File: config.mk
export PLATFORM = sky130hd
export DESIGN_NAME = bls_unit
export DESIGN_NICKNAME = d
export VERILOG_FILES = /design/src/bls_pkg.sv /design/src/bls_gpr_file.sv /design/src/bls_unit.sv
export VERILOG_INCLUDE_DIRS = /design/src
export SDC_FILE = /design/constraint.sdc
export NUM_CORES = 1
export LEC_CHECK = 0
export BUFFER_PORTS_ARGS = -buffer_cell sky130_fd_sc_hd__buf_2
export CAP_MARGIN = 30
export CORE_MARGIN = 4
export CORE_UTILIZATION = 59
export DETAILED_ROUTE_END_ITERATION = 8
export MAX_ROUTING_LAYER = met4
export PLACE_DENSITY = 0.82
export SLEW_MARGIN = 20
export SYNTH_ARGS = -nofsm -noshare
export SYNTH_HDL_FRONTEND = slang
export SYNTH_SLANG_ARGS = --single-unit
export TNS_END_PERCENT = 20
File: constraint.sdc
create_clock -name core_clk -period 3.7 [get_ports core_clk]
set_input_delay 0.37 -clock core_clk [delete_from_list [all_inputs] [get_ports core_clk]]
set_output_delay 0.37 -clock core_clk [all_outputs]
set_load 0.05 [all_outputs]
File: src/bls_defs.svh
// Functional notes
// - and/or/xor destination with register or immediate
// - complement inverts destination register byte
// - arithmetic shifts write back same register
// - logical shifts write back same register
// - plain rotates recirculate the outgoing bit
// - rotates via carry form nine-bit ring
// - force one sets selected bit only
// - force zero clears selected bit only
// - toggle inverts selected bit only
// - probe sets zero to inverted bit
// - bit number from immediate or register
// - inverted carry ops use immediate bit only
// - carry becomes carry and bit
// - carry becomes carry and inverted bit
// - carry becomes carry or bit
// - carry becomes carry or inverted bit
// - carry becomes carry xor bit
// - carry becomes carry xor inverted bit
// - carry loaded from selected bit
// - carry loaded from inverted bit
// - carry stored into selected bit
// - inverted carry stored into selected bit
`ifndef BLS_DEFS_SVH
`define BLS_DEFS_SVH
`define BLS_DATA_W 8
`define BLS_BIT_W 3
`define BLS_IDX_W 3
`define BLS_REG_CNT 8
`define BLS_ADDR_W 16
`define BLS_BYTE_RST 8'h00
`define BLS_ADDR_RST 16'h0000
`define BLS_CARRY_RST 1'b0
`define BLS_ZERO_RST 1'b0
`endif

File: src/bls_pkg.sv
package bls_pkg;
  typedef enum logic [4:0] {
    op_and, op_or, op_xor, op_not,
    op_arith_left_shift, op_arith_right_shift,
    op_logic_left_shift, op_logic_right_shift,
    op_rotate_left_plain, op_rotate_right_plain,
    op_rotate_left_via_carry, op_rotate_right_via_carry,
    op_single_bit_force_one, op_single_bit_force_zero,
    op_single_bit_toggle, op_single_bit_probe,
    op_carry_and_bit, op_carry_and_inverted_bit,
    op_carry_or_bit, op_carry_or_inverted_bit,
    op_carry_xor_bit, op_carry_xor_inverted_bit,
    op_carry_load_from_bit, op_carry_load_inverted_bit,
    op_carry_store_to_bit, op_carry_store_inverted
  } bls_op_t;

  typedef enum logic [2:0] {
    st_idle, st_reg_read, st_mem_read, st_execute, st_mem_write
  } bls_state_t;
endpackage : bls_pkg

File: src/bls_gpr_file.sv
`timescale 1ns/10ps
`include "bls_defs.svh"
module bls_gpr_file
  import bls_pkg::*;
(
  // clock and reset
  input wire logic core_clk,
  input wire logic rst,
  // read ports
  input wire logic [`BLS_IDX_W-1:0] rd_a_idx,
  input wire logic [`BLS_IDX_W-1:0] rd_b_idx,
  output logic [`BLS_DATA_W-1:0] rd_a_data,
  output logic [`BLS_DATA_W-1:0] rd_b_data,
  // write port
  input wire logic wr_en,
  input wire logic [`BLS_IDX_W-1:0] wr_idx,
  input wire logic [`BLS_DATA_W-1:0] wr_data
);
  logic [`BLS_DATA_W-1:0] mem_array [`BLS_REG_CNT];

  // ************************************
  // storage
  // ************************************
  always_ff @(posedge core_clk)
  begin
    if (wr_en)
    begin
      mem_array[wr_idx] <= wr_data;
    end
  end

  // ************************************
  // registered read data
  // ************************************
  always_ff @(posedge core_clk or posedge rst)
  begin
    if (rst)
    begin
      rd_a_data <= `BLS_BYTE_RST;
      rd_b_data <= `BLS_BYTE_RST;
    end
    else
    begin
      rd_a_data <= mem_array[rd_a_idx];
      rd_b_data <= mem_array[rd_b_idx];
    end
  end
endmodule : bls_gpr_file

File: src/bls_unit.sv
`timescale 1ns/10ps
`include "bls_defs.svh"
module bls_unit
  import bls_pkg::*;
(
  // clock and reset
  input wire logic core_clk,
  input wire logic rst,
  // command
  input wire logic cmd_valid,
  output logic cmd_ready,
  input wire bls_op_t cmd_op,
  input wire logic [`BLS_IDX_W-1:0] cmd_dst_idx,
  input wire logic [`BLS_IDX_W-1:0] cmd_src_idx,
  input wire logic cmd_use_imm,
  input wire logic [`BLS_DATA_W-1:0] cmd_imm,
  input wire logic [`BLS_BIT_W-1:0] cmd_bit_imm,
  input wire logic cmd_bit_from_reg,
  input wire logic cmd_to_mem,
  input wire logic [`BLS_ADDR_W-1:0] cmd_mem_addr,
  // completion
  output logic done,
  output logic [`BLS_DATA_W-1:0] result_data,
  // flags
  input wire logic flag_load,
  input wire logic flag_c_load_val,
  input wire logic flag_z_load_val,
  output logic carry_flag,
  output logic zero_flag,
  // memory byte access
  output logic mem_rd_req,
  output logic mem_wr_req,
  output logic [`BLS_ADDR_W-1:0] mem_addr,
  output logic [`BLS_DATA_W-1:0] mem_wdata,
  input wire logic [`BLS_DATA_W-1:0] mem_rdata,
  input wire logic mem_rdy
);
  // ************************************
  // helpers
  // ************************************
  function automatic logic [`BLS_DATA_W-1:0] bit_mask(
    input logic [`BLS_BIT_W-1:0] n);
    bit_mask = `BLS_DATA_W'(1) << n;
  endfunction : bit_mask

  function automatic logic is_bit_op(input bls_op_t op);
    is_bit_op = (op >= op_single_bit_force_one);
  endfunction : is_bit_op

  function automatic logic is_inverse_op(input bls_op_t op);
    is_inverse_op = (op == op_carry_and_inverted_bit) ||
                    (op == op_carry_or_inverted_bit) ||
                    (op == op_carry_xor_inverted_bit) ||
                    (op == op_carry_load_inverted_bit) ||
                    (op == op_carry_store_inverted);
  endfunction : is_inverse_op

  function automatic logic writes_operand(input bls_op_t op);
    writes_operand = (op <= op_single_bit_toggle) ||
                     (op == op_carry_store_to_bit) ||
                     (op == op_carry_store_inverted);
  endfunction : writes_operand

  // ************************************
  // state and latched command
  // ************************************
  bls_state_t state_reg;
  bls_state_t state_next;
  bls_op_t op_reg;
  logic [`BLS_IDX_W-1:0] dst_idx_reg;
  logic [`BLS_IDX_W-1:0] src_idx_reg;
  logic use_imm_reg;
  logic [`BLS_DATA_W-1:0] imm_reg;
  logic [`BLS_BIT_W-1:0] bit_imm_reg;
  logic bit_from_reg_reg;
  logic to_mem_reg;
  logic [`BLS_ADDR_W-1:0] addr_reg;
  logic [`BLS_DATA_W-1:0] mem_byte_reg;
  logic [`BLS_DATA_W-1:0] wdata_reg;
  logic [`BLS_DATA_W-1:0] result_reg;
  logic done_reg;
  logic carry_reg;
  logic zero_reg;
  logic [`BLS_DATA_W-1:0] gpr_a;
  logic [`BLS_DATA_W-1:0] gpr_b;
  logic [`BLS_DATA_W-1:0] opnd;
  logic [`BLS_DATA_W-1:0] src;
  logic [`BLS_BIT_W-1:0] bitn;
  logic sel_bit;
  logic [`BLS_DATA_W-1:0] res;
  logic res_we;
  logic c_next;
  logic c_we;
  logic z_next;
  logic z_we;
  logic exec;
  logic gpr_we;

  bls_gpr_file u_gpr (
    .core_clk(core_clk),
    .rst(rst),
    .rd_a_idx(dst_idx_reg),
    .rd_b_idx(src_idx_reg),
    .rd_a_data(gpr_a),
    .rd_b_data(gpr_b),
    .wr_en(gpr_we),
    .wr_idx(dst_idx_reg),
    .wr_data(res)
  );

  assign cmd_ready = (state_reg == st_idle);
  assign exec = (state_reg == st_execute);
  assign mem_rd_req = (state_reg == st_mem_read);
  assign mem_wr_req = (state_reg == st_mem_write);
  assign mem_addr = addr_reg;
  assign mem_wdata = wdata_reg;
  assign done = done_reg;
  assign result_data = result_reg;
  assign carry_flag = carry_reg;
  assign zero_flag = zero_reg;
  assign gpr_we = exec && res_we && !to_mem_reg;

  // ************************************
  // command capture
  // ************************************
  always_ff @(posedge core_clk or posedge rst)
  begin
    if (rst)
    begin
      op_reg <= op_and;
      dst_idx_reg <= '0;
      src_idx_reg <= '0;
      use_imm_reg <= 1'b0;
      imm_reg <= `BLS_BYTE_RST;
      bit_imm_reg <= '0;
      bit_from_reg_reg <= 1'b0;
      to_mem_reg <= 1'b0;
      addr_reg <= `BLS_ADDR_RST;
    end
    else if (cmd_valid && cmd_ready)
    begin
      op_reg <= cmd_op;
      dst_idx_reg <= cmd_dst_idx;
      src_idx_reg <= cmd_src_idx;
      use_imm_reg <= cmd_use_imm;
      imm_reg <= cmd_imm;
      bit_imm_reg <= cmd_bit_imm;
      bit_from_reg_reg <= cmd_bit_from_reg && !is_inverse_op(cmd_op);
      to_mem_reg <= cmd_to_mem && is_bit_op(cmd_op);
      addr_reg <= cmd_mem_addr;
    end
  end

  // ************************************
  // sequencer
  // ************************************
  always_comb
  begin
    state_next = state_reg;
    unique case (state_reg)
      st_idle:
        if (cmd_valid)
        begin
          state_next = st_reg_read;
        end
      st_reg_read:
        state_next = to_mem_reg ? st_mem_read : st_execute;
      st_mem_read:
        if (mem_rdy)
        begin
          state_next = st_execute;
        end
      st_execute:
        if (to_mem_reg && writes_operand(op_reg))
        begin
          state_next = st_mem_write;
        end
        else
        begin
          state_next = st_idle;
        end
      st_mem_write:
        if (mem_rdy)
        begin
          state_next = st_idle;
        end
    endcase
  end

  always_ff @(posedge core_clk or posedge rst)
  begin
    if (rst)
    begin
      state_reg <= st_idle;
    end
    else
    begin
      state_reg <= state_next;
    end
  end

  // ************************************
  // memory byte read and write back
  // ************************************
  always_ff @(posedge core_clk or posedge rst)
  begin
    if (rst)
    begin
      mem_byte_reg <= `BLS_BYTE_RST;
      wdata_reg <= `BLS_BYTE_RST;
    end
    else
    begin
      if (mem_rd_req && mem_rdy)
      begin
        mem_byte_reg <= mem_rdata;
      end
      if (exec && to_mem_reg && res_we)
      begin
        wdata_reg <= res;
      end
    end
  end

  // ************************************
  // operand selection
  // ************************************
  assign opnd = to_mem_reg ? mem_byte_reg : gpr_a;
  assign src = use_imm_reg ? imm_reg : gpr_b;
  assign bitn = bit_from_reg_reg ? gpr_b[`BLS_BIT_W-1:0] : bit_imm_reg;
  assign sel_bit = opnd[bitn];

  // ************************************
  // datapath
  // ************************************
  always_comb
  begin
    res = opnd;
    res_we = 1'b1;
    c_next = carry_reg;
    c_we = 1'b0;
    z_next = zero_reg;
    z_we = 1'b0;
    unique case (op_reg)
      op_and: res = opnd & src;
      op_or: res = opnd | src;
      op_xor: res = opnd ^ src;
      op_not: res = ~opnd;
      op_arith_left_shift, op_logic_left_shift:
      begin
        res = {opnd[6:0], 1'b0};
        c_next = opnd[7];
        c_we = 1'b1;
      end
      op_arith_right_shift:
      begin
        res = {opnd[7], opnd[7:1]};
        c_next = opnd[0];
        c_we = 1'b1;
      end
      op_logic_right_shift:
      begin
        res = {1'b0, opnd[7:1]};
        c_next = opnd[0];
        c_we = 1'b1;
      end
      op_rotate_left_plain:
      begin
        res = {opnd[6:0], opnd[7]};
        c_next = opnd[7];
        c_we = 1'b1;
      end
      op_rotate_right_plain:
      begin
        res = {opnd[0], opnd[7:1]};
        c_next = opnd[0];
        c_we = 1'b1;
      end
      op_rotate_left_via_carry:
      begin
        res = {opnd[6:0], carry_reg};
        c_next = opnd[7];
        c_we = 1'b1;
      end
      op_rotate_right_via_carry:
      begin
        res = {carry_reg, opnd[7:1]};
        c_next = opnd[0];
        c_we = 1'b1;
      end
      op_single_bit_force_one: res = opnd | bit_mask(bitn);
      op_single_bit_force_zero: res = opnd & ~bit_mask(bitn);
      op_single_bit_toggle: res = opnd ^ bit_mask(bitn);
      op_single_bit_probe:
      begin
        res_we = 1'b0;
        z_next = ~sel_bit;
        z_we = 1'b1;
      end
      op_carry_store_to_bit:
        res = sel_bit != carry_reg ? opnd ^ bit_mask(bitn) : opnd;
      op_carry_store_inverted:
        res = sel_bit == carry_reg ? opnd ^ bit_mask(bitn) : opnd;
      default:
      begin
        res_we = 1'b0;
        c_we = 1'b1;
        unique case (op_reg)
          op_carry_and_bit: c_next = carry_reg & sel_bit;
          op_carry_and_inverted_bit: c_next = carry_reg & ~sel_bit;
          op_carry_or_bit: c_next = carry_reg | sel_bit;
          op_carry_or_inverted_bit: c_next = carry_reg | ~sel_bit;
          op_carry_xor_bit: c_next = carry_reg ^ sel_bit;
          op_carry_xor_inverted_bit: c_next = carry_reg ^ ~sel_bit;
          op_carry_load_from_bit: c_next = sel_bit;
          default: c_next = ~sel_bit;
        endcase
      end
    endcase
  end

  // ************************************
  // flags, result and completion
  // ************************************
  always_ff @(posedge core_clk or posedge rst)
  begin
    if (rst)
    begin
      carry_reg <= `BLS_CARRY_RST;
      zero_reg <= `BLS_ZERO_RST;
    end
    else if (exec)
    begin
      if (c_we)
      begin
        carry_reg <= c_next;
      end
      if (z_we)
      begin
        zero_reg <= z_next;
      end
    end
    else if (flag_load)
    begin
      carry_reg <= flag_c_load_val;
      zero_reg <= flag_z_load_val;
    end
  end

  always_ff @(posedge core_clk or posedge rst)
  begin
    if (rst)
    begin
      result_reg <= `BLS_BYTE_RST;
      done_reg <= 1'b0;
    end
    else
    begin
      if (exec)
      begin
        result_reg <= res;
      end
      done_reg <= (exec && !(to_mem_reg && writes_operand(op_reg))) ||
                  (mem_wr_req && mem_rdy);
    end
  end

  // ************************************
  // checks
  // ************************************
  a_logic_and: assert property (@(posedge core_clk) disable iff (rst)
    exec && op_reg == op_and |=> result_data == ($past(opnd) & $past(src)))
    else $error("and result wrong");
  a_not_value: assert property (@(posedge core_clk) disable iff (rst)
    exec && op_reg == op_not |=> result_data == ~$past(opnd))
    else $error("complement result wrong");
  a_arith_right: assert property (@(posedge core_clk) disable iff (rst)
    exec && op_reg == op_arith_right_shift |=>
      result_data[7:6] == {2{$past(opnd[7])}} && carry_flag == $past(opnd[0]))
    else $error("arithmetic right shift wrong");
  a_logic_right: assert property (@(posedge core_clk) disable iff (rst)
    exec && op_reg == op_logic_right_shift |=>
      result_data == {1'b0, $past(opnd[7:1])})
    else $error("logical right shift wrong");
  a_rotate_plain: assert property (@(posedge core_clk) disable iff (rst)
    exec && op_reg == op_rotate_left_plain |=>
      result_data[0] == carry_flag && carry_flag == $past(opnd[7]))
    else $error("plain rotate wrong");
  a_rotate_carry: assert property (@(posedge core_clk) disable iff (rst)
    exec && op_reg == op_rotate_right_via_carry |=>
      result_data[7] == $past(carry_flag) && carry_flag == $past(opnd[0]))
    else $error("rotate through carry wrong");
  a_shift_carry: assert property (@(posedge core_clk) disable iff (rst)
    exec && op_reg == op_logic_left_shift |=>
      carry_flag == $past(opnd[7]) && result_data[0] == 1'b0)
    else $error("shift carry or fill wrong");
  a_force_one: assert property (@(posedge core_clk) disable iff (rst)
    exec && op_reg == op_single_bit_force_one |=>
      result_data == ($past(opnd) | (8'h01 << $past(bitn))))
    else $error("force one wrong");
  a_force_zero: assert property (@(posedge core_clk) disable iff (rst)
    exec && op_reg == op_single_bit_force_zero |=>
      result_data == ($past(opnd) & ~(8'h01 << $past(bitn))))
    else $error("force zero wrong");
  a_probe_zero: assert property (@(posedge core_clk) disable iff (rst)
    exec && op_reg == op_single_bit_probe |=>
      zero_flag == !$past(sel_bit) && !mem_wr_req)
    else $error("probe zero flag wrong");
  a_inverse_imm: assert property (@(posedge core_clk) disable iff (rst)
    exec && is_inverse_op(op_reg) |-> bitn == bit_imm_reg)
    else $error("inverse op took register bit");
  a_carry_xor: assert property (@(posedge core_clk) disable iff (rst)
    exec && op_reg == op_carry_xor_bit |=>
      carry_flag == ($past(carry_flag) ^ $past(sel_bit)))
    else $error("carry xor wrong");
  a_mem_rmw: assert property (@(posedge core_clk) disable iff (rst)
    mem_rd_req && mem_rdy && writes_operand(op_reg) |=>
      ##1 mem_wr_req && mem_addr == $past(mem_addr, 2))
    else $error("memory write back missing");
endmodule : bls_unit

Yosys cells after proc, flatten, opt, wreduce, memory -nomap -nowiden
Memory sizes are Yosys's and may differ from the RTL's. A register that Yosys moved wholly into a read port is not among the register bits. Index checks and enable logic that the tools add are counted.

Magnitude comparators: 3. Equal/unequal tests: 41. Shifts and indexed selects: 1. Mux-type cells: 27. Bitwise operators: 15. Reduce and logical (&&, ||, !) cells: 32.

Operator list (number): $pmux 8 s16 (1); $eq 5x5->1 const B (14); $eq 5x4->1 const B (8); $mux 8 (4); $eq 5x3->1 const B (4); $reduce_or 17->1 (1); $and 8x8->8 (2); $not 8->8 (2); $or 8x8->8 (2); $xor 8x8->8 (2); $mux 3 (5); $pmux 3 s5 (1); $mux 1 (13); $logic_and 1x1->1 (11); $eq 5x2->1 const B (2); $reduce_or 10->1 (1); $reduce_or 4->1 (2); $shl 1x3->8 const A (1); $logic_or 1x1->1 (7); $pmux 1 s7 (1); $eq 3x2->1 const B (2); $ne 2x1->1 const B (3); $ne 2x2->1 const B (3); $reduce_and 3->1 (2); other kinds (20) (25).

Flip-flop bits (word level): 71. Bits in writable memories: 64. Input port bits: 56. Output and inout bits: 38. Word-level logic and storage cells: 136. Memories kept: 1.

Memories: u_gpr.mem_array (words 8, width 8, rd ports 2, clocked after memory_dff 2, write ports 1, RTL line bls_gpr_file.sv:19) `` logic [`BLS_DATA_W-1:0] mem_array [`BLS_REG_CNT]; ``.

Depth between registers and ports, before layout
Depth in word-level cells: 9. Depth in mapped cells: 11. Gate-level depth less buffers: 8.

Cells and area by module
Synthesis repeated with hierarchy kept, for this count alone.

Cell total of the unflattened synthesis: 587. Area total of the unflattened synthesis: 7768.7 µm².

By module, submodules not included: bls_unit (instances 1, cells an instance 435, area an instance 4286.6 µm²); bls_gpr_file (instances 1, cells an instance 152, area an instance 3482.1 µm²).

Least setup slack after synthesis
Ideal clock, no wire load.

Kind: reg-to-reg. From: reg bit_from_reg_reg. To: reg result_reg[0], in the netlist result_data[0]. Setup time: 0.125 ns. Arrival time: 2.842 ns. Slack: 0.733 ns. Cell stages (with the launch flop): 11. Path buffers: 3. Path through: dfrtp_1 -> buf_1 -> mux2_2 -> a2111oi_2 -> or2_1 -> buf_4 -> o211ai_2 -> buf_6 -> nor4_2 -> o22ai_1 -> mux2_4.

Word-level cells in the longest chain between the ends: 6. Elaborated cells on any way between the ends: 13. Classes of those cells: eq/ne (2); shift (1); mux (6); bitwise (4).

RTL lines: start, declared (RTL line bls_unit.sv:75) `logic bit_from_reg_reg;`; start signal, assigned (RTL line bls_unit.sv:148) `bit_from_reg_reg <= cmd_bit_from_reg && !is_inverse_op(cmd_op);`; $mux 3 (*) (RTL line bls_unit.sv:230) `` assign bitn = bit_from_reg_reg ? gpr_b[`BLS_BIT_W-1:0] : bit_imm_reg; ``; $bmux 1 s3 (RTL line bls_unit.sv:231) `assign sel_bit = opnd[bitn];`; $mux 1 (implied by the code) (RTL line bls_unit.sv:231); $eq 1x1->1 / $ne 1x1->1 (equally long branches) (RTL line bls_unit.sv:303, bls_unit.sv:301); $mux 8, on equally long branches (RTL line bls_unit.sv:303, bls_unit.sv:301); $pmux 8 s16 (*) (RTL line bls_unit.sv:244) `unique case (op_reg)`; net res[0] (RTL line bls_unit.sv:90) `` logic [`BLS_DATA_W-1:0] res; ``; end signal, assigned (RTL line bls_unit.sv:354) `` result_reg <= `BLS_BYTE_RST; ``; end signal, assigned (RTL line bls_unit.sv:361) `result_reg <= res;`; end, declared (RTL line bls_unit.sv:80) `` logic [`BLS_DATA_W-1:0] result_reg; ``.

Mark *: on every way through the listed nets, which the timed path passes. The rest lies on a longest branch. The select of a mux whose other input is x is not followed. A chain may end at the register's enable or synchronous reset.

Final worst setup path
From: reg to_mem_reg. To: reg wdata_reg[2], in the netlist mem_wdata[2].

Word-level cells in the longest chain between the ends: 6. Elaborated cells on any way between the ends: 17. Classes of those cells: eq/ne (2); mux (6); bitwise (7); reduce/logical (2).

RTL lines: start, declared (RTL line bls_unit.sv:76) `logic to_mem_reg;`; start signal, assigned (RTL line bls_unit.sv:149) `to_mem_reg <= cmd_to_mem && is_bit_op(cmd_op);`; $mux 8 (*) (RTL line bls_unit.sv:228) `assign opnd = to_mem_reg ? mem_byte_reg : gpr_a;`; $bmux 1 s3 (RTL line bls_unit.sv:231); $mux 1 (implied by the code) (RTL line bls_unit.sv:231); $eq 1x1->1 / $ne 1x1->1 (equally long branches) (RTL line bls_unit.sv:303, bls_unit.sv:301); $mux 8, on equally long branches (RTL line bls_unit.sv:303, bls_unit.sv:301); $pmux 8 s16 (*) (RTL line bls_unit.sv:244); net res[2] (RTL line bls_unit.sv:90); end signal, assigned (RTL line bls_unit.sv:210) `` wdata_reg <= `BLS_BYTE_RST; ``; end signal, assigned (RTL line bls_unit.sv:220) `wdata_reg <= res;`; end, declared (RTL line bls_unit.sv:79) `` logic [`BLS_DATA_W-1:0] wdata_reg; ``.

Marks and branches as above.

==> qor.txt <==
Design area -> 0.00930 mm2
Synth cell types -> 61
Multi-input logic area -> 0.00353 mm2
CTS Root Buffer Type -> clkbuf_16
Max-slew headroom -> 46.3%
Clock Path Buffers -> 2
Post-Syn Area -> 0.00781 mm2
Port buffer count -> 93
Layout cells sized above 1 -> 38.0%
CTS Buf Count -> 17
DP HPWL -> 17.4 mm
Final hold viol count -> 0
EDFF count, synth -> 64
Outcome -> finished clean
Synth Register Bits -> 151
Data required time at the worst endpoint -> 4.01 ns
Total wire length -> 24.2 mm
Ys flop type -> dfrtp_1
Core area -> 0.0128 mm2
Worst Hold Class -> in -> async
Initial antenna violation count -> 1
P&R area growth vs syn -> 19.0%
Chip width -> 123 um
Fill cells -> 839
Maxcap violations -> 0
Seq/Total Area, Yosys -> 52.5%
I/O Pins -> 94
Vias in the first global route -> 6200
CP Max Fanout -> 13
Syn_area_per_cell -> 12.2 um2
Final worst slack -> 0.209 ns
Drc violations -> 0
CTS Hold Buffers Added -> 0
ANT nets after route -> 0
Initial drt markers -> 783
Die outline height -> 123 um
Hold WS -> 0.0314 ns
Post-Syn Nets -> 696
Gr usage total -> 34.1%
Ys async rst share -> 57.6%
Clock Pin Slew Worst Setup and Hold Paths -> 0.06 ns
YS warnings -> 0
Total congestion overflow -> 0
CP startpoint kind -> flip-flop
Fmax -> 286 MHz
Post-Syn Instances -> 640
TritonCTS clock tree -> built
Global-route wire length before repair -> 36.3 mm
Area of placed instances -> 0.00866 mm2
Max Slew Vio Count -> 0
WS Path Type -> reg -> reg
NumNets Final -> 811
Setup TNS -> 0 ns
Largest net degree at the start of global routing -> 43
Clock Latency Late Sink -> 0.43 ns
Clk sinks -> 151
Die area -> 0.0151 mm2
# Post-CTS Setup Buffers -> 0
Endpoints failing setup -> 0
Gpl congestion -> 0.970
RSZ-0062 raised after global routing -> false
Dpl ws -> 0.301 ns
Post-CTS sizing -> 0
Site Rows -> 41
Max FFs per register -> 64
Detailed-route via count -> 6294
Worst EP arrival -> 3.80 ns
Period utilization -> 94.3%
1st-pass router iterations -> 5
Largest register by flop count -> u_gpr.mem_array
Storage element area -> 0.00410 mm2
Vias per cell -> 6.69
Starting Density -> 61.2%
Wire per inst -> 25.7 um
Worst Max-Slew Pin Slew -> 0.806 ns
Fin Clk Skew -> 0.0134 ns
Min cycle time layout -> 3.49 ns
CP Capture Type -> flip-flop
H-Tree Depth -> 4
==> critical path: stages, from the launching register on <==
cell,delay (ns)
dfrtp_1,0.71
mux2_4,0.42
mux2_2,0.31
a2111oi_4,0.36
or2_1,0.18
o211ai_2,0.27
o211ai_1,0.28
nand4_1,0.40
mux2_2,0.43
==> cells by family (layout without fill, tap and decap cells) <==
family | count (synthesis) | in the layout | share of synthesized area (%)
AND/OR/NAND/NOR | 160 | 160 | 9.88
flip-flops | 151 | 151 | 52.5
AO/OA/AOI/OAI | 143 | 143 | 12.2
multiplexers | 131 | 131 | 22.3
buffers and inverters | 51 | 179 | 2.69
XOR/XNOR | 4 | 4 | 0.448
other | 0 | 1 | 0
==> per-stage QoR <==
step                      std cells  utilization, %
after floorplan                 640               -
after global placement          905            67.7
after detailed placement        906            67.8
after CTS                       938            72.4
after global routing            941            72.8
final                           941            72.8
==> final cells by class <==
type                       instances  share of cell area [%]
antenna                            1                  0.0269
clock inverter                    11                    1.17
clock buffer                      21                    5.19
sequential                       151                    44.1
multi-input combinational        438                    37.9
timing repair buffer             136                    8.85
tap                              172                    2.31
inverter                          11                   0.457
==> synthesized netlist by cell type, types with 2 or more instances <==
master     instances  area, um2
a31oi_1            8       50.1
o2111ai_1          4       35.0
or3_1              3       18.8
inv_1             11       41.3
o21ai_0           33        165
nand4_1            7       43.8
nand2b_1           7       43.8
mux2_4             4       60.1
nor3_1            13       65.1
nor2_1            39        146
nor3b_1            3       22.5
a21oi_1           34        170
a222oi_1           3       30.0
mux4_2            24        541
a22oi_1            5       37.5
a221o_1            2       20.0
o211ai_1          10       75.1
buf_6              2       22.5
nand3b_1           4       30.0
a22o_1             5       43.8
buf_1              8       30.0
edfxtp_1          64       1920
o22ai_1           10       62.6
mux2i_1           17        170
a211oi_1           5       37.5
dfrtp_1           87       2180
nand2_1           48        180
clkbuf_1          29        109
o31ai_1            3       22.5
a221oi_1           4       35.0
o21a_1             3       22.5
mux2_2            85        957
nor4_1             2       12.5
and2_1             3       18.8
nor2b_1            6       37.5
xnor2_1            4       35.0
nand3_1           17       85.1
==> path summary, 6_finish.rpt <==
path | start | slack (ns) | endpoint | cells past startpoint
worst max-delay path | to_mem_reg | 0.21 | mem_wdata[2] | 8
max in group asynchronous | rst | 2.85 | imm_reg[2] | 3
min in group core_clk | cmd_src_idx[1] | 0.17 | src_idx_reg[1] | 2
worst min-delay path | rst | 0.03 | mem_wdata[0] | 2
worst min register to register | mem_addr[3] | 0.50 | mem_addr[3] | 1
worst max register to register | to_mem_reg | 0.21 | mem_wdata[2] | 8
==> layer usage <==
layer | up-vias | global-route usage, % | routed length, um
met5 | - | - | 0
met4 | 0 | 14.6 | 971
met3 | 63 | 6.91 | 2540
met2 | 438 | 52.2 | 11600
met1 | 3092 | 44.8 | 9100
li1 | 2701 | - | -
==> cell usage in the layout (no fill, tap or decap), types with 3 or more instances in the layout <==
cell type and n:
mux4_2 24, and2_1 3, o211ai_1 10, nor3b_1 3, a22oi_1 5, nand3_1 17
mux2i_1 17, xnor2_1 4, dfrtp_1 87, o21ai_0 33, o2111ai_1 4, a221oi_1 4
o31ai_1 3, nand2b_1 7, mux2_2 85, buf_4 40, edfxtp_1 64, or3_1 3
inv_1 10, nand2_1 48, o21a_1 3, a21oi_1 34, a22o_1 5, a31oi_1 8
nor2b_1 6, clkinv_2 4, clkbuf_16 19, buf_2 93, nor2_1 39, a211oi_1 5
a222oi_1 3, mux2_4 4, nand4_1 7, o22ai_1 9, nand3b_1 4, nor3_1 11
Power is left out: the tool's default activity adds up to more than one toggle a clock period on the data nets, which glitch-free logic cannot reach.
